$ cat src/design/vic_pkg.sv
// Notes on behaviour
// - Read-only enable mask, reset zero
// - Status bit 0 shows fast line active
// - Status bit 1 shows normal line active
// - Enable command sets mask bits written one
// - Disable command clears mask bits written one
// - Clear command clears pending bits written one
// - Set command forces pending bits written one
// - Any write to end command ends treatment
// - Spurious vector read/write, returned when spurious
// - Debug bit 0 enables protection mode
// - Debug bit 1 holds both lines inactive
// - Fast forcing enable, sources 1 to 31
// - Fast forcing disable, sources 1 to 31
package vic_pkg;

  // ***********************************************************
  // Register map
  // ***********************************************************
  localparam logic [8:0] OFS_PENDING     = 9'h10C;
  localparam logic [8:0] OFS_MASK        = 9'h110;
  localparam logic [8:0] OFS_LINE_STAT   = 9'h114;
  localparam logic [8:0] OFS_EN_CMD      = 9'h120;
  localparam logic [8:0] OFS_DIS_CMD     = 9'h124;
  localparam logic [8:0] OFS_CLR_CMD     = 9'h128;
  localparam logic [8:0] OFS_SET_CMD     = 9'h12C;
  localparam logic [8:0] OFS_EOT_CMD     = 9'h130;
  localparam logic [8:0] OFS_SPURIOUS    = 9'h134;
  localparam logic [8:0] OFS_DEBUG       = 9'h138;
  localparam logic [8:0] OFS_FF_EN       = 9'h140;
  localparam logic [8:0] OFS_FF_DIS      = 9'h144;
  localparam logic [8:0] OFS_FF_STAT     = 9'h148;
  localparam logic [8:0] OFS_NVEC        = 9'h100;
  localparam logic [8:0] OFS_FVEC        = 9'h104;
  localparam logic [8:0] OFS_EVT_STAT    = 9'h150;
  localparam logic [8:0] OFS_EVT_CLR     = 9'h154;
  localparam logic [8:0] OFS_EVT_EN      = 9'h158;

  // ***********************************************************
  // Fields and reset values
  // ***********************************************************
  localparam int         DBG_PROTECT_BIT = 0;
  localparam int         DBG_LMASK_BIT   = 1;
  localparam int         LS_FAST_BIT     = 0;
  localparam int         LS_NORM_BIT     = 1;
  localparam logic [31:0] FF_IMPL_MASK   = 32'hFFFF_FFFE;
  localparam logic [31:0] RST_WORD       = 32'h0000_0000;
  localparam int         EVT_EOT_BIT     = 0;
  localparam int         EVT_SPUR_BIT    = 1;
  localparam int         EVT_WIDTH       = 2;

  typedef struct packed {
    logic [8:0]  addr;
    logic [31:0] wdata;
    logic        wr;
    logic        rd;
  } vic_bus_type;

  typedef struct packed {
    logic [31:0]          mask;
    logic [31:0]          pending;
    logic [31:0]          ffe;
    logic [31:0]          spurious;
    logic [1:0]           debug;
    logic                 fast_line_n;
    logic                 norm_line_n;
    logic                 eot;
    logic [EVT_WIDTH-1:0] evt_stat;
    logic [EVT_WIDTH-1:0] evt_en;
    logic                 irq;
    logic [31:0]          rdata;
  } vic_state_type;

  // Request lines are active low, so they rest high
  localparam vic_state_type STATE_RST = '{fast_line_n : 1'b1,
                                          norm_line_n : 1'b1,
                                          default     : '0};

endpackage : vic_pkg

$ cat src/design/vic_top.sv
`timescale 1ns/1ps
module vic_top (
  input  wire logic        SYS_CLK,
  input  wire logic        RST_N,
  input  wire logic [8:0]  ADDR,
  input  wire logic [31:0] WDATA,
  input  wire logic        WR,
  input  wire logic        RD,
  input  wire logic [31:0] SRC_IN,
  output logic      [31:0] RDATA,
  output logic             FAST_REQUEST_LINE_N,
  output logic             NORMAL_REQUEST_LINE_N,
  output logic             END_OF_TREATMENT,
  output logic             PROTECTION_MODE,
  output logic             IRQ
);

  // ***********************************************************
  // Reset synchroniser
  // ***********************************************************
  logic rst_meta_q;
  logic rst_n_q;

  always_ff @(posedge SYS_CLK or negedge RST_N) begin
    if (!RST_N) begin
      rst_meta_q <= 1'b0;
      rst_n_q    <= 1'b0;
    end else begin
      rst_meta_q <= 1'b1;
      rst_n_q    <= rst_meta_q;
    end
  end

  // ***********************************************************
  // State
  // ***********************************************************
  vic_pkg::vic_bus_type   bus;
  vic_pkg::vic_state_type s_q;
  vic_pkg::vic_state_type s_d;

  assign bus.addr  = ADDR;
  assign bus.wdata = WDATA;
  assign bus.wr    = WR;
  assign bus.rd    = RD;

  function automatic logic wr_at(input vic_pkg::vic_bus_type b,
                                 input logic [8:0] ofs);
    wr_at = b.wr && (b.addr == ofs);
  endfunction : wr_at

  logic [31:0] active;
  logic [31:0] normal_src;
  logic        fast_req;
  logic        norm_req;
  logic        spur_n;
  logic        spur_f;

  always_comb begin
    s_d = s_q;
    // Pending captures high source levels; set beats clear
    s_d.pending = s_q.pending | SRC_IN;
    if (wr_at(bus, vic_pkg::OFS_CLR_CMD)) begin
      s_d.pending = s_d.pending & ~bus.wdata;
    end
    if (wr_at(bus, vic_pkg::OFS_SET_CMD)) begin
      s_d.pending = s_d.pending | bus.wdata;
    end
    if (wr_at(bus, vic_pkg::OFS_EN_CMD)) begin
      s_d.mask = s_d.mask | bus.wdata;
    end
    if (wr_at(bus, vic_pkg::OFS_DIS_CMD)) begin
      s_d.mask = s_d.mask & ~bus.wdata;
    end
    if (wr_at(bus, vic_pkg::OFS_FF_EN)) begin
      s_d.ffe = s_d.ffe | (bus.wdata & vic_pkg::FF_IMPL_MASK);
    end
    if (wr_at(bus, vic_pkg::OFS_FF_DIS)) begin
      s_d.ffe = s_d.ffe & ~(bus.wdata & vic_pkg::FF_IMPL_MASK);
    end
    if (wr_at(bus, vic_pkg::OFS_SPURIOUS)) begin
      s_d.spurious = bus.wdata;
    end
    if (wr_at(bus, vic_pkg::OFS_DEBUG)) begin
      s_d.debug = bus.wdata[1:0];
    end
    s_d.eot = wr_at(bus, vic_pkg::OFS_EOT_CMD);
    if (wr_at(bus, vic_pkg::OFS_EVT_EN)) begin
      s_d.evt_en = bus.wdata[vic_pkg::EVT_WIDTH-1:0];
    end

    active     = s_q.pending & s_q.mask;
    // Source 0 and forced sources go to the fast line
    normal_src = active & ~s_q.ffe & vic_pkg::FF_IMPL_MASK;
    fast_req   = active[0] | (|(active & s_q.ffe));
    norm_req   = |normal_src;
    s_d.fast_line_n = !(fast_req &&
                        !s_q.debug[vic_pkg::DBG_LMASK_BIT]);
    s_d.norm_line_n = !(norm_req &&
                        !s_q.debug[vic_pkg::DBG_LMASK_BIT]);

    spur_n = bus.rd && (bus.addr == vic_pkg::OFS_NVEC) && !norm_req;
    spur_f = bus.rd && (bus.addr == vic_pkg::OFS_FVEC) && !fast_req;

    // Sticky events; a new event wins over a clear
    if (wr_at(bus, vic_pkg::OFS_EVT_CLR)) begin
      s_d.evt_stat = s_q.evt_stat & ~bus.wdata[vic_pkg::EVT_WIDTH-1:0];
    end
    if (s_d.eot) begin
      s_d.evt_stat[vic_pkg::EVT_EOT_BIT] = 1'b1;
    end
    if (spur_n || spur_f) begin
      s_d.evt_stat[vic_pkg::EVT_SPUR_BIT] = 1'b1;
    end
    s_d.irq = |(s_d.evt_stat & s_d.evt_en);

    s_d.rdata = vic_pkg::RST_WORD;
    if (bus.rd) begin
      case (bus.addr)
        vic_pkg::OFS_PENDING:   s_d.rdata = s_q.pending;
        vic_pkg::OFS_MASK:      s_d.rdata = s_q.mask;
        vic_pkg::OFS_LINE_STAT: begin
          s_d.rdata[vic_pkg::LS_FAST_BIT] = !s_q.fast_line_n;
          s_d.rdata[vic_pkg::LS_NORM_BIT] = !s_q.norm_line_n;
        end
        vic_pkg::OFS_NVEC:      s_d.rdata = norm_req ? 32'h0000_0000
                                                     : s_q.spurious;
        vic_pkg::OFS_FVEC:      s_d.rdata = fast_req ? 32'h0000_0000
                                                     : s_q.spurious;
        vic_pkg::OFS_SPURIOUS:  s_d.rdata = s_q.spurious;
        vic_pkg::OFS_DEBUG:     s_d.rdata = {30'h0, s_q.debug};
        vic_pkg::OFS_FF_STAT:   s_d.rdata = s_q.ffe;
        vic_pkg::OFS_EVT_STAT:  s_d.rdata = {30'h0, s_q.evt_stat};
        vic_pkg::OFS_EVT_EN:    s_d.rdata = {30'h0, s_q.evt_en};
        default:                s_d.rdata = vic_pkg::RST_WORD;
      endcase
    end
  end

  always_ff @(posedge SYS_CLK or negedge rst_n_q) begin
    if (!rst_n_q) begin
      s_q <= vic_pkg::STATE_RST;
    end else begin
      s_q <= s_d;
    end
  end

  // ***********************************************************
  // Outputs
  // ***********************************************************
  assign RDATA                 = s_q.rdata;
  assign FAST_REQUEST_LINE_N   = s_q.fast_line_n;
  assign NORMAL_REQUEST_LINE_N = s_q.norm_line_n;
  assign END_OF_TREATMENT      = s_q.eot;
  assign PROTECTION_MODE       = s_q.debug[vic_pkg::DBG_PROTECT_BIT];
  assign IRQ                   = s_q.irq;

  // ***********************************************************
  // Assertions
  // ***********************************************************
  property p_mask_set;
    @(posedge SYS_CLK) disable iff (!rst_n_q)
    (WR && ADDR == vic_pkg::OFS_EN_CMD) |=>
      ((s_q.mask & $past(WDATA)) == $past(WDATA));
  endproperty
  a_mask_set: assert property (p_mask_set)
    else $error("enable command did not set mask");

  property p_mask_clr;
    @(posedge SYS_CLK) disable iff (!rst_n_q)
    (WR && ADDR == vic_pkg::OFS_DIS_CMD) |=>
      ((s_q.mask & $past(WDATA)) == 32'h0000_0000);
  endproperty
  a_mask_clr: assert property (p_mask_clr)
    else $error("disable command did not clear mask");

  property p_mask_hold;
    @(posedge SYS_CLK) disable iff (!rst_n_q)
    !(WR && (ADDR == vic_pkg::OFS_EN_CMD || ADDR == vic_pkg::OFS_DIS_CMD))
      |=> $stable(s_q.mask);
  endproperty
  a_mask_hold: assert property (p_mask_hold)
    else $error("mask changed without a command");

  property p_pend_set;
    @(posedge SYS_CLK) disable iff (!rst_n_q)
    (WR && ADDR == vic_pkg::OFS_SET_CMD) |=>
      ((s_q.pending & $past(WDATA)) == $past(WDATA));
  endproperty
  a_pend_set: assert property (p_pend_set)
    else $error("set command did not force pending");

  property p_pend_clr;
    @(posedge SYS_CLK) disable iff (!rst_n_q)
    (WR && ADDR == vic_pkg::OFS_CLR_CMD && SRC_IN == 32'h0000_0000) |=>
      ((s_q.pending & $past(WDATA)) == 32'h0000_0000);
  endproperty
  a_pend_clr: assert property (p_pend_clr)
    else $error("clear command did not clear pending");

  property p_eot;
    @(posedge SYS_CLK) disable iff (!rst_n_q)
    (WR && ADDR == vic_pkg::OFS_EOT_CMD) |=> END_OF_TREATMENT;
  endproperty
  a_eot: assert property (p_eot)
    else $error("end of treatment pulse wrong");

  property p_global_line_mask;
    @(posedge SYS_CLK) disable iff (!rst_n_q)
    s_q.debug[vic_pkg::DBG_LMASK_BIT] |=>
      (FAST_REQUEST_LINE_N && NORMAL_REQUEST_LINE_N);
  endproperty
  a_global_line_mask: assert property (p_global_line_mask)
    else $error("lines active under global mask");

  property p_line_stat;
    @(posedge SYS_CLK) disable iff (!rst_n_q)
    (RD && ADDR == vic_pkg::OFS_LINE_STAT) |=>
      (RDATA[1:0] == {~$past(NORMAL_REQUEST_LINE_N),
                      ~$past(FAST_REQUEST_LINE_N)});
  endproperty
  a_line_stat: assert property (p_line_stat)
    else $error("line status read wrong");

  property p_ff_bit0;
    @(posedge SYS_CLK) disable iff (!rst_n_q)
    (RD && ADDR == vic_pkg::OFS_FF_STAT) |=> !RDATA[0];
  endproperty
  a_ff_bit0: assert property (p_ff_bit0)
    else $error("fast forcing bit 0 set");

  property p_protection_mode_enable;
    @(posedge SYS_CLK) disable iff (!rst_n_q)
    (WR && ADDR == vic_pkg::OFS_DEBUG) |=>
      (PROTECTION_MODE == $past(WDATA[0]));
  endproperty
  a_protection_mode_enable: assert property (p_protection_mode_enable)
    else $error("protection mode not written");

  property p_spur;
    @(posedge SYS_CLK) disable iff (!rst_n_q)
    (RD && ADDR == vic_pkg::OFS_NVEC && !norm_req) |=>
      (RDATA == s_q.spurious);
  endproperty
  a_spur: assert property (p_spur)
    else $error("spurious vector not returned");

  property p_fvec_spur;
    @(posedge SYS_CLK) disable iff (!rst_n_q)
    (RD && ADDR == vic_pkg::OFS_FVEC && !fast_req) |=>
      (RDATA == s_q.spurious);
  endproperty
  a_fvec_spur: assert property (p_fvec_spur)
    else $error("spurious fast vector not returned");

  property p_eot_idle;
    @(posedge SYS_CLK) disable iff (!rst_n_q)
    !(WR && ADDR == vic_pkg::OFS_EOT_CMD) |=> !END_OF_TREATMENT;
  endproperty
  a_eot_idle: assert property (p_eot_idle)
    else $error("end of treatment without a write");

  property p_ff_set;
    @(posedge SYS_CLK) disable iff (!rst_n_q)
    (WR && ADDR == vic_pkg::OFS_FF_EN) |=>
      ((s_q.ffe & $past(WDATA) & vic_pkg::FF_IMPL_MASK) ==
       ($past(WDATA) & vic_pkg::FF_IMPL_MASK));
  endproperty
  a_ff_set: assert property (p_ff_set)
    else $error("fast forcing enable not applied");

  property p_ff_clr;
    @(posedge SYS_CLK) disable iff (!rst_n_q)
    (WR && ADDR == vic_pkg::OFS_FF_DIS) |=>
      ((s_q.ffe & $past(WDATA)) == 32'h0000_0000);
  endproperty
  a_ff_clr: assert property (p_ff_clr)
    else $error("fast forcing disable not applied");

  property p_mask_read;
    @(posedge SYS_CLK) disable iff (!rst_n_q)
    (RD && ADDR == vic_pkg::OFS_MASK) |=>
      (RDATA == $past(s_q.mask));
  endproperty
  a_mask_read: assert property (p_mask_read)
    else $error("mask read wrong");

  property p_dbg_read;
    @(posedge SYS_CLK) disable iff (!rst_n_q)
    (RD && ADDR == vic_pkg::OFS_DEBUG) |=>
      (RDATA == {30'h0, $past(s_q.debug)});
  endproperty
  a_dbg_read: assert property (p_dbg_read)
    else $error("debug control read wrong");

  property p_protection_mode_enable_hold;
    @(posedge SYS_CLK) disable iff (!rst_n_q)
    !(WR && ADDR == vic_pkg::OFS_DEBUG) |=> $stable(PROTECTION_MODE);
  endproperty
  a_protection_mode_enable_hold: assert property (p_protection_mode_enable_hold)
    else $error("protection mode changed without a write");

  property p_fast_on;
    @(posedge SYS_CLK) disable iff (!rst_n_q)
    (fast_req && !s_q.debug[vic_pkg::DBG_LMASK_BIT]) |=>
      !FAST_REQUEST_LINE_N;
  endproperty
  a_fast_on: assert property (p_fast_on)
    else $error("fast line not driven for a fast request");

  property p_fast_off;
    @(posedge SYS_CLK) disable iff (!rst_n_q)
    !fast_req |=> FAST_REQUEST_LINE_N;
  endproperty
  a_fast_off: assert property (p_fast_off)
    else $error("fast line active without a request");

  property p_norm_on;
    @(posedge SYS_CLK) disable iff (!rst_n_q)
    (norm_req && !s_q.debug[vic_pkg::DBG_LMASK_BIT]) |=>
      !NORMAL_REQUEST_LINE_N;
  endproperty
  a_norm_on: assert property (p_norm_on)
    else $error("normal line not driven for a request");

  property p_norm_off;
    @(posedge SYS_CLK) disable iff (!rst_n_q)
    !norm_req |=> NORMAL_REQUEST_LINE_N;
  endproperty
  a_norm_off: assert property (p_norm_off)
    else $error("normal line active without a request");

  // ***********************************************************
  // Cover points
  // ***********************************************************

  c_fast: cover property (@(posedge SYS_CLK) disable iff (!rst_n_q)
    !FAST_REQUEST_LINE_N);
  c_norm: cover property (@(posedge SYS_CLK) disable iff (!rst_n_q)
    !NORMAL_REQUEST_LINE_N);
  c_eot: cover property (@(posedge SYS_CLK) disable iff (!rst_n_q)
    END_OF_TREATMENT);
  c_irq: cover property (@(posedge SYS_CLK) disable iff (!rst_n_q) IRQ);
  c_spur: cover property (@(posedge SYS_CLK) disable iff (!rst_n_q)
    RD && ADDR == vic_pkg::OFS_NVEC && !norm_req);

endmodule : vic_top

$ cat config.mk
export PLATFORM = sky130hd
export DESIGN_NAME = vic_top
export DESIGN_NICKNAME = d
export VERILOG_FILES = /design/src/design/vic_pkg.sv /design/src/design/vic_top.sv
export SDC_FILE = /design/constraint.sdc
export NUM_CORES = 1
export LEC_CHECK = 0
export ABC_AREA = 0
export BUFFER_PORTS_ARGS = -buffer_cell sky130_fd_sc_hd__buf_2
export CAP_MARGIN = 30
export CORE_MARGIN = 2
export CORE_UTILIZATION = 58
export DETAILED_ROUTE_END_ITERATION = 6
export PLACE_DENSITY = 0.85
export SLEW_MARGIN = 15
export SYNTH_ARGS = -nofsm -noshare
export SYNTH_HDL_FRONTEND = slang
export SYNTH_SLANG_ARGS = --single-unit
$ cat constraint.sdc
create_clock -name SYS_CLK -period 5.7 [get_ports SYS_CLK]
set_input_delay 0.855 -clock SYS_CLK [delete_from_list [all_inputs] [get_ports SYS_CLK]]
set_output_delay 0.855 -clock SYS_CLK [all_outputs]
set_load 0.05 [all_outputs]
# Word-level counts from Yosys, hierarchy flattened
# Cells that the tools add are included.
# op_classes
eq_ne	18
bitwise_logic	17
n_mux	15
reduce_logical	28
# ops
cell	n
32-bit two-way mux	9
32-bit bitwise AND	6
30-bit case mux with 6 select lines	1
9-bit == test (second input constant)	18
32-bit OR	4
32-bit NOT	3
32-bit OR reduction	1
31-bit OR reduction	1
2-bit case mux with 10 select lines	1
1-bit logical AND	17
1-bit zero test	7
2-bit bitwise AND	2
2-bit two-way mux	2
1-bit two-way mux	2
2-bit NOT	1
2-bit OR reduction	1
1-bit logical OR	1
1-bit OR	1
# word_totals
regBits	172
output_inout_bits	37

# Depth between registers and ports, before layout
# Gate-level depths: netlist of the first run.
# depth
depth_word	10
mapped_depth	8

# Worst setup path after synthesis of the first run
# Ideal clock, no wire load.
# synth_path
kind	input-to-reg
from	input ADDR[4]
to	register s_q (netlist bit RDATA[10])
path_buffers	3
path_stages	8
t_arrival_ns	2.159
required_ns	5.622
setup_slack_ns	3.463
path_cell_list	buf_6 nor4_1 nor4b_1 and4_1 buf_4 buf_6 o31ai_1 a21boi_1
# synth_rtl
element	line	rtl
start, declared	vic_top.sv:5	input wire logic [8:0] ADDR,
end signal, assigned	vic_top.sv:141	s_q <= vic_pkg::STATE_RST;
end, declared	vic_top.sv:38	vic_pkg::vic_state_type s_q;

==> results of run 1 <==
-- worst max path at each step --
stage / from / end / slack (ns) / cells past startpoint
floorplan: rst_n_q$_DFF_PN0_ / END_OF_TREATMENT$_DFF_PN0_ / 0.59 / 0
global placement: ADDR[4] / RDATA[0]$_DFF_PN0_ / 2.58 / 7
detailed placement: ADDR[4] / RDATA[15]$_DFF_PN0_ / 2.41 / 7
CTS: ADDR[4] / RDATA[15]$_DFF_PN0_ / 2.81 / 7
global route: ADDR[4] / RDATA[28]$_DFF_PN0_ / 2.63 / 7
finish: ADDR[4] / RDATA[15]$_DFF_PN0_ / 2.71 / 7
-- kinds of logic (layout without fill, tap and decap cells) --
logic type             Yosys count  after routing
other                            1              1
muxes                           38             38
DFF                            171            171
AOI/OAI and AO/OA              282            282
and+or+nand+nor                230            230
buffers and inverters           87            159
-- per-layer routing --
| layer | wire length (µm) | GRT usage |
|---|---|---|
| met4 | 831 | 0.160 |
| met1 | 8840 | 0.419 |
| met2 | 10800 | 0.483 |
| met5 | 0 | 0 |
| met3 | 2370 | 0.0739 |
-- worst max-delay path: cells and delay by family --
family	cells	cell delay [ns]
AO/OA/AOI/OAI	2	0.38
buffers and inverters	2	0.58
AND/OR/NAND/NOR	3	1.50
-- final cells by class --
type | count | area [µm²] | area share
flip-flops and latches | 171 | 4290 | 0.470
multi-input cells | 551 | 3400 | 0.372
repair buffers | 123 | 641 | 0.0702
clock buffers | 22 | 494 | 0.0542
well taps | 180 | 225 | 0.0247
clock inverters | 10 | 63.8 | 0.00700
inverters | 4 | 15.0 | 0.00165
-- layout by cell type, fill, tap and decap left out, drive strengths merged, types with 3 or more instances in the layout --
master      n
mux2       37
o2111ai     4
nand3      36
nor2       13
a21o        3
o21ai      35
dfrtp     169
and4        3
buf       123
nand2     130
o31ai      32
and2        3
nor4        7
a222oi     30
o22ai       7
a21oi     129
nand4       7
nor3        3
a21boi     30
inv         5
clkinvlp    4
nand3b     14
clkinv      5
clkbuf     22
-- through the flow --
| stage | std cells | power (mW) | setup slack, ns | hold slack, ns |
|---|---|---|---|---|
| finish | 1061 | 2.50 | 2.71 | 0.197 |
| global route | 1061 | 2.58 | 2.63 | 0.191 |
| CTS | 1061 | 2.51 | 2.81 | 0.191 |
| detailed placement | 1029 | 1.44 | 2.41 | 0.338 |
| global placement | 1029 | 1.43 | 2.58 | 0.336 |
| floorplan | 809 | 1.36 | 0.586 | 0.331 |
-- power groups by stage --
| stage | clock network (mW) | logic (mW) | registers [mW] |
|---|---|---|---|
| after global placement | 0 | 0.143 | 1.29 |
| after floorplan | 0 | 0.0512 | 1.31 |
| after detailed placement | 0 | 0.147 | 1.29 |
| after CTS | 1.09 | 0.147 | 1.27 |
| after global routing | 1.14 | 0.162 | 1.27 |
| final | 1.09 | 0.148 | 1.27 |
==> run_results.csv, run 1 <==
group,metric,value,unit
placed_design,io_buffers,113,
sta,hold_violations,0,
final_layout,final_util,0.660,
synthesis,synth.area.mux_share,0.0522,
detailed_routing,routed_wirelength,22900,µm
global_routing,grt_max_degree,66,
final_layout,n_fill_cell,1082,
sta,grt_setup_unrepaired,"no",
sta,period_share,0.524,
global_routing,grt_usage,0.315,
job,cap_viol_max_count,0,
synthesis,yosys_warnings,0,
power,p_sw_frac,0.240,
cts,clockBufferDepth,2,
detailed_routing,drc,2,
synthesis,syn-instance-count,809,
power,clkPwrFrac,0.434,
final_layout,area_growth,11.6,%
synthesis,synthXorXnorAreaFrac,0,
final_layout,drive_above_1_share,0.245,
worst_setup_path,arrival,3.32,ns
worst_setup_path,critPathMaxStageDelay,0.68,ns
sta,skew,0.00920,ns
detailed_routing,drt-initial-drc-count,1176,
placed_design,postPlaceCellArea,0.00856,mm²
synthesis,synth_common_cells,"dfrtp_1, nand2_1, a21oi_1, mux2_2, nand3_1",
cts,cts_hold_buf,0,
worst_setup_path,reg2reg_depth,6,
worst_setup_path,r2r-start,"s_q[133]$_DFF_PN0_",
worst_setup_path,rr_endpoint,"RDATA[15]$_DFF_PN0_",
synthesis,synth_top_family_by_area,"compound AO/OA/AOI/OAI gates",
power,p_seq_frac,0.507,
sta,tns,0,ns
final_layout,final_nets,945,
global_routing,overflow,0,
synthesis,avgSynthCellArea,10.1,µm²
cts,cts_setup_buffers,0,
cts,clk_latency,0.43,ns
global_routing,grt_pass1_wl,35900,µm
synthesis,synth.top_cells.by_area,"dfrtp_1, a21oi_1, nand2_1, mux2_2, a222oi_1",
power,p_int,1.90,mW
final_layout,stdcell_area,0.00912,mm²
synthesis,synth_ff_type,"dfrtp_1",
synthesis,synth_top_area_frac,0.518,
synthesis,syn_area,0.00817,mm²
synthesis,synthSimpleGateAreaFrac,0.138,
synthesis,synth-edff-count,0,
power,p_per_area,275,mW/mm²
cts,clock-sinks,171,
detailed_routing,firstDrtPassIters,7,
worst_setup_path,regToRegSetupSlack,2.77,ns
detailed_routing,ant_nets,0,
synthesis,ys_async_sr_fraction,1.00,
placed_design,dp_hpwl,14200,µm
cts,cts-root-buf,"clkbuf_16",
floorplan,num_rows,43,
power,combPwrFrac,0.059,
global_routing,antenna_found_initial,0,
floorplan,die_x,123,µm
detailed_routing,viasPerCell,6.70,
cts,ctsResizeCount,0,
synthesis,ys_ff_latch,171,
min_path,hold_path.class,"in2async",
power,vdd_ir_drop_max,0.220,mV
synthesis,synth.distinct_cells,55,
synthesis,synth_fa_ha_area_frac,0,
worst_setup_path,start_kind,"input pin",
sta,max_slew_margin,0.352,
sta,worst_slew_pin_slew,0.970,ns
synthesis,yosysMostFrequentCell,"dfrtp_1",
synthesis,synth_compound_area_frac,0.219,
sta,fin_crit,2.99,ns
cts,ctsHtreeMaxLevel,4,
worst_setup_path,crit_chain,"buf_2 > nor4_1 > nor4b_1 > and4_1 > buf_4 > o31ai_1 > a21boi_1",
outcome,violations,"design-rule violations",
worst_setup_path,worst_ep_required_time,6.03,ns
worst_setup_path,slowest_stage,"and4_1",
cts,cts_tree,"yes",
floorplan,dieArea,0.0151,mm²
floorplan,pin_count,114,
global_routing,grt_pass1_vias,6883,
worst_setup_path,path_max_fanout,20,
worst_setup_path,path_class,"in2reg",
sta,finalSetupViolations,0,
floorplan,core,0.0138,mm²
synthesis,synth_nets,886,
cts,cts_made_buffers,17,
worst_setup_path,crit_path_end_kind,"register",
synthesis,ys_seq_area_frac,0.524,
cts,path_clk_slew,0.06,ns
sta,fmax,335,MHz
detailed_routing,vias,7113,
power,switchingPower,600,µW
final_layout,antenna_cells,0,
synthesis,synth_top_area_cell,"dfrtp_1",
sta,slew_violations,0,
floorplan,start_util,0.591,
power,leakagePower,4.09,nW
placed_design,place.gp.congestion,0.925,
outcome,status,"finished, violations left",
detailed_routing,route.detailed.wl_per_inst,21.5,µm
floorplan,die_h,123,µm
Note: power is estimated with default switching activity, not from simulation.
==> run 2: changes to the inputs <==
--- a/config.mk
+++ b/config.mk
@@ -9,9 +9,9 @@
 export BUFFER_PORTS_ARGS = -buffer_cell sky130_fd_sc_hd__buf_2
 export CAP_MARGIN = 30
 export CORE_MARGIN = 2
-export CORE_UTILIZATION = 58
+export CORE_UTILIZATION = 52
 export DETAILED_ROUTE_END_ITERATION = 6
-export PLACE_DENSITY = 0.85
+export PLACE_DENSITY = 0.81
 export SLEW_MARGIN = 15
 export SYNTH_ARGS = -nofsm -noshare
 export SYNTH_HDL_FRONTEND = slang
==> constraint.sdc (replaced) <==
create_clock -name SYS_CLK -period 2.39 [get_ports SYS_CLK]
set_input_delay 0.3585 -clock SYS_CLK [delete_from_list [all_inputs] [get_ports SYS_CLK]]
set_output_delay 0.3585 -clock SYS_CLK [all_outputs]
set_load 0.05 [all_outputs]
==> run_results.csv, run 2 (synthesis gave the netlist of run 1 again) <==
group,metric,value,unit
power,combPwrFrac,0.060,
outcome,status,"finished, violations left",
floorplan,dieArea,0.0167,mm²
power,p_per_area,651,mW/mm²
cts,ctsHtreeMaxLevel,4,
placed_design,place.gp.congestion,0.876,
cts,clock-sinks,171,
detailed_routing,firstDrtPassIters,7,
power,p_seq_frac,0.493,
worst_setup_path,crit_chain,"nand3b_1 > o2111ai_1 > nor4_1 > buf_4 > and4_1 > buf_4 > o31ai_1 > a21boi_1",
final_layout,area_growth,15.4,%
detailed_routing,drt-initial-drc-count,988,
floorplan,core,0.0153,mm²
worst_setup_path,critPathCapture,"RDATA[27]$_DFF_PN0_",
outcome,violations,"design-rule violations",
cts,path_clk_slew,0.06,ns
worst_setup_path,path_class,"reg2reg",
worst_setup_path,slowest_stage,"dfrtp_1",
worst_setup_path,critical_path_cell_count,8,
power,clkPwrFrac,0.447,
worst_setup_path,crit_family,"simple AND/OR/NAND/NOR gates",
worst_setup_path,path_max_fanout,20,
worst_setup_path,regToRegSetupSlack,0.25,ns
sta,max_slew_margin,0.608,
detailed_routing,viasPerCell,6.36,
worst_setup_path,worst_ep_required_time,2.74,ns
sta,whs,0.122,ns
sta,tns,0,ns
sta,slew_violations,0,
min_path,hold_path.class,"in2reg",
worst_setup_path,crit_buf_inv,2,
placed_design,io_buffers,113,
cts,cts_setup_buffers,0,
sta,fmax,468,MHz
floorplan,pin_count,114,
cts,clockBufferDepth,2,
sta,period_share,0.894,
job,cap_viol_max_count,0,
power,p_int,4.70,mW
detailed_routing,ant_nets,0,
detailed_routing,drc,11,
global_routing,grt_usage,0.286,
worst_setup_path,arrival,2.48,ns
floorplan,start_util,0.535,
global_routing,grt_pass1_vias,6786,
sta,grt_setup_unrepaired,"no",
sta,fin_crit,2.14,ns
placed_design,place_inst,1072,
floorplan,die_x,129,µm
global_routing,antenna_found_initial,0,
final_layout,layout_commonest_cell,"dfrtp_1",
sta,hold_violations,0,
placed_design,dp_hpwl,14700,µm
worst_setup_path,critPathMaxStageDelay,0.42,ns
power,p_sw_frac,0.235,
cts,cts-root-buf,"clkbuf_16",
final_layout,multi_input_area,0.00338,mm²
detailed_routing,route.detailed.wl_per_inst,20.8,µm
cts,clk_latency,0.44,ns
detailed_routing,vias,7026,
global_routing,grt_max_degree,49,
floorplan,die_h,129,µm
final_layout,final_util,0.618,
final_layout,instances_no_fill,1105,
power,total_power,6.14,mW
worst_setup_path,reg2reg_depth,8,
floorplan,num_rows,45,
power,vdd_ir_drop_max,0.590,mV
global_routing,overflow,0,
final_layout,drive_above_1_share,0.252,
cts,cts_made_buffers,17,
final_layout,final_nets,958,
worst_setup_path,start_kind,"register",
sta,finalSetupViolations,0,
worst_setup_path,cpMostUsedCell,"buf_4",
power,switchingPower,1.44,mW
sta,skew,0.00949,ns
worst_setup_path,rr_endpoint,"RDATA[27]$_DFF_PN0_",
power,leakagePower,4.21,nW
final_layout,final-seq-area,0.00429,mm²
cts,cts_tree,"yes",
global_routing,grt_pass1_wl,36300,µm
sta,worst_slew_pin_slew,0.582,ns
detailed_routing,routed_wirelength,23000,µm
final_layout,antenna_cells,0,
final_layout,n_fill_cell,1217,
final_layout,layout_common_cells,"dfrtp_1, nand2_1, a21oi_1",
worst_setup_path,crit_path_end_kind,"register",
[run 2: changes by cell type in the layout (fill, tap and decap cells not counted), sizes merged]
| cell | delta |
|---|---|
| buf | +12 |
| clkbuf | +1 |
| clkinv | -1 |
| bufinv | +1 |
| clkinvlp | -1 |
| dlygate4sd3 | +1 |
[run 2: cell type report]
cell class                      instances  area share
Sequential cell                       171       0.455
Timing Repair Buffer                  136      0.0945
Clock inverter                          9     0.00903
Tap cell                              211      0.0280
Inverter                                4     0.00159
Clock buffer                           23      0.0539
Multi-Input combinational cell        551       0.358
[run 2: repair_timing]
action                                  4_1_cts  5_1_grt
endpoints found under the setup margin        0        0
gates resized for setup                       0        0
hold endpoints to repair                      2        0
hold buffers                                  1        0
[run 2: tightest hold or removal path: stages]
cell and delay, ns:
buf_2 0.08, o21ai_1 0.05, nand2_1 0.05
[run 2: power groups by stage]
| stage | clock network, mW | logic, mW | registers (mW) |
|---|---|---|---|
| after floorplan | 0 | 0.122 | 3.12 |
| final | 2.74 | 0.371 | 3.03 |
| after global placement | 0 | 0.359 | 3.07 |
| after detailed placement | 0 | 0.367 | 3.07 |
| after CTS | 2.76 | 0.372 | 3.02 |
| after global routing | 2.88 | 0.410 | 3.03 |
[run 2: per-layer routing]
metal	share of wire	vias up	global-route usage
met1	0.40	3412	0.381
met3	0.092	71	0.0652
met2	0.47	430	0.451
met5	0	-	0
li1	-	3113	-
met4	0.036	0	0.127
[run 2: how the worst min path moves through the flow]
stage	from	to	slack, ns	depth (start not counted)
4_1_cts	SRC_IN[4]	s_q[110]$_DFF_PN0_	0.12	3
6_report	SRC_IN[19]	s_q[125]$_DFF_PN0_	0.12	3
3_3_place_gp	RST_N	rst_meta_q$_DFF_PN0_	0.14	1
5_1_grt	SRC_IN[4]	s_q[110]$_DFF_PN0_	0.12	3
3_5_place_dp	RST_N	rst_meta_q$_DFF_PN0_	0.15	1
2_1_floorplan	RST_N	rst_meta_q$_DFF_PN0_	0.06	0
[run 2: stage by stage]
stage / worst slack [ns] / area, µm²
detailed placement: 0.0754 / 8820
global route: 0.116 / 9430
CTS: 0.275 / 9430
floorplan: 0.624 / 8170
finish: 0.254 / 9430
global placement: 0.143 / 8820
==> run 3: changes to the inputs <==
--- a/config.mk
+++ b/config.mk
@@ -9,9 +9,9 @@
 export BUFFER_PORTS_ARGS = -buffer_cell sky130_fd_sc_hd__buf_2
 export CAP_MARGIN = 30
 export CORE_MARGIN = 2
-export CORE_UTILIZATION = 52
+export CORE_UTILIZATION = 47
 export DETAILED_ROUTE_END_ITERATION = 6
-export PLACE_DENSITY = 0.81
+export PLACE_DENSITY = 0.75
 export SLEW_MARGIN = 15
 export SYNTH_ARGS = -nofsm -noshare
 export SYNTH_HDL_FRONTEND = slang
==> run_results.csv, run 3 (synthesis gave the netlist of run 1 again) <==
group,metric,value,unit
sta,skew,0.00828,ns
floorplan,dieArea,0.0185,mm²
detailed_routing,routed_wirelength,23000,µm
sta,whs,0.128,ns
final_layout,final-seq-area,0.00429,mm²
sta,fin_ws,0.169,ns
final_layout,multi_input_area,0.00338,mm²
worst_setup_path,slowest_stage,"nor4_1",
cts,cts_made_buffers,17,
global_routing,globalRouteMet3Util,0.0522,
global_routing,grt_pass1_wl,36300,µm
global_routing,grt_usage,0.258,
worst_setup_path,start_kind,"register",
placed_design,place.gp.congestion,0.851,
global_routing,antenna_found_initial,0,
worst_setup_path,worst_ep_required_time,2.73,ns
floorplan,core,0.0171,mm²
global_routing,grt_busiest_layer,"met2",
cts,path_clk_slew,0.07,ns
sta,fmax,450,MHz
detailed_routing,viasPerCell,6.09,
global_routing,overflow,0,
cts,ctsHtreeMaxLevel,4,
floorplan,num_rows,48,
sta,period_share,0.929,
worst_setup_path,arrival,2.56,ns
worst_setup_path,path_max_fanout,15,
final_layout,layout_common_cells,"dfrtp_1, nand2_1, a21oi_1",
worst_setup_path,regToRegSetupSlack,0.17,ns
sta,worst_slew_pin_slew,0.649,ns
cts,cts_tree,"yes",
worst_setup_path,crit_buf_inv,1,
sta,grt_setup_unrepaired,"no",
cts,clock-sinks,171,
global_routing,grtUsageMet1,0.364,
placed_design,io_buffers,113,
detailed_routing,drt-initial-drc-count,950,
floorplan,die_h,136,µm
final_layout,antenna_cells,0,
worst_setup_path,path_class,"reg2reg",
power,leakagePower,4.21,nW
placed_design,dp_hpwl,15000,µm
global_routing,grt_max_degree,54,
sta,tns,0,ns
worst_setup_path,crit_path_end_kind,"register",
cts,clockBufferDepth,2,
detailed_routing,firstDrtPassIters,7,
cts,clk_latency,0.43,ns
placed_design,pre_cts_slack,0.178,ns
final_layout,drive_above_1_share,0.253,
cts,ctsResizeCount,0,
sta,hold_violations,0,
sta,slew_violations,0,
power,vdd_ir_drop_max,0.532,mV
floorplan,start_util,0.477,
job,cap_viol_max_count,0,
detailed_routing,ant_nets,0,
sta,max_slew_margin,0.567,
power,total_power,6.19,mW
worst_setup_path,crit_family,"simple AND/OR/NAND/NOR gates",
worst_setup_path,critPathMaxStageDelay,0.52,ns
final_layout,layout_commonest_cell,"dfrtp_1",
global_routing,met2_usage,0.407,
power,p_per_area,657,mW/mm²
final_layout,final_nets,959,
floorplan,die_x,136,µm
final_layout,n_fill_cell,1502,
detailed_routing,route.detailed.wl_per_inst,20.5,µm
detailed_routing,vias,6825,
cts,cts-root-buf,"clkbuf_16",
detailed_routing,drc,0,
outcome,status,"finished clean",
sta,finalSetupViolations,0,
worst_setup_path,crit_chain,"nand3b_1 > o2111ai_1 > nor4_1 > and4_1 > buf_4 > o31ai_1 > a21boi_1",
sta,fin_crit,2.22,ns
final_layout,area_growth,15.3,%
min_path,hold_path.class,"in2reg",
global_routing,grt_pass1_vias,6677,
floorplan,pin_count,114,
-- run 3: changes by cell type in the layout (fill, tap and decap cells not counted), sizes merged --
cell,delta
clkbuf,-3
bufinv,+1
inv,+2
buf,+1
-- run 3: routing by layer --
layer / routed length [µm] / vias up
met5: 0 / -
met4: 265 / 0
met3: 1990 / 22
met2: 11000 / 332
met1: 9740 / 3364
li1: - / 3107
-- run 3: worst paths after layout --
path / endpoint / depth (start not counted) / from
worst min register to register: s_q[130]$_DFF_PN0_ / 0 / rst_n_q$_DFF_PN0_
worst min-delay path: s_q[109]$_DFF_PN0_ / 3 / SRC_IN[3]
worst max register to register: RDATA[10]$_DFF_PN0_ / 7 / register
min in group asynchronous: rst_n_q$_DFF_PN0_ / 2 / RST_N
worst max-delay path: RDATA[10]$_DFF_PN0_ / 7 / register
max in group asynchronous: FAST_REQUEST_LINE_N$_DFF_PN1_ / 1 / rst_n_q$_DFF_PN0_
-- run 3: final cells by class --
cell class / instances / share of cell area
clock inverters: 12 / 0.0145
well taps: 225 / 0.0299
multi-input cells: 551 / 0.358
flip-flops and latches: 171 / 0.455
inverters: 4 / 0.00159
repair buffers: 137 / 0.0914
clock buffers: 20 / 0.0495
-- run 3: what timing repair did --
| item | 4_1_cts | 5_1_grt |
|---|---|---|
| hold endpoints to repair | 2 | 0 |
| hold buffers | 1 | 0 |
| setup buffers | 0 | 0 |
-- run 3: through the flow --
step                cell area [µm²]  utilization  instances
floorplan                      8170            -        809
global placement               8810        0.515       1087
detailed placement             8810        0.515       1087
CTS                            9420        0.551       1120
global route                   9420        0.551       1120
finish                         9420        0.551       1120
-- run 3: report_power, final --
part	internal, mW	total (mW)	switching, mW
sequential	2.96	3.02	0.0651
clock	1.63	2.80	1.17
combinational	0.131	0.364	0.232
-- run 3: tightest hold or removal path, cell delays in order --
cell and delay, ns:
buf_2 0.08, o21ai_1 0.05, nand2_1 0.04
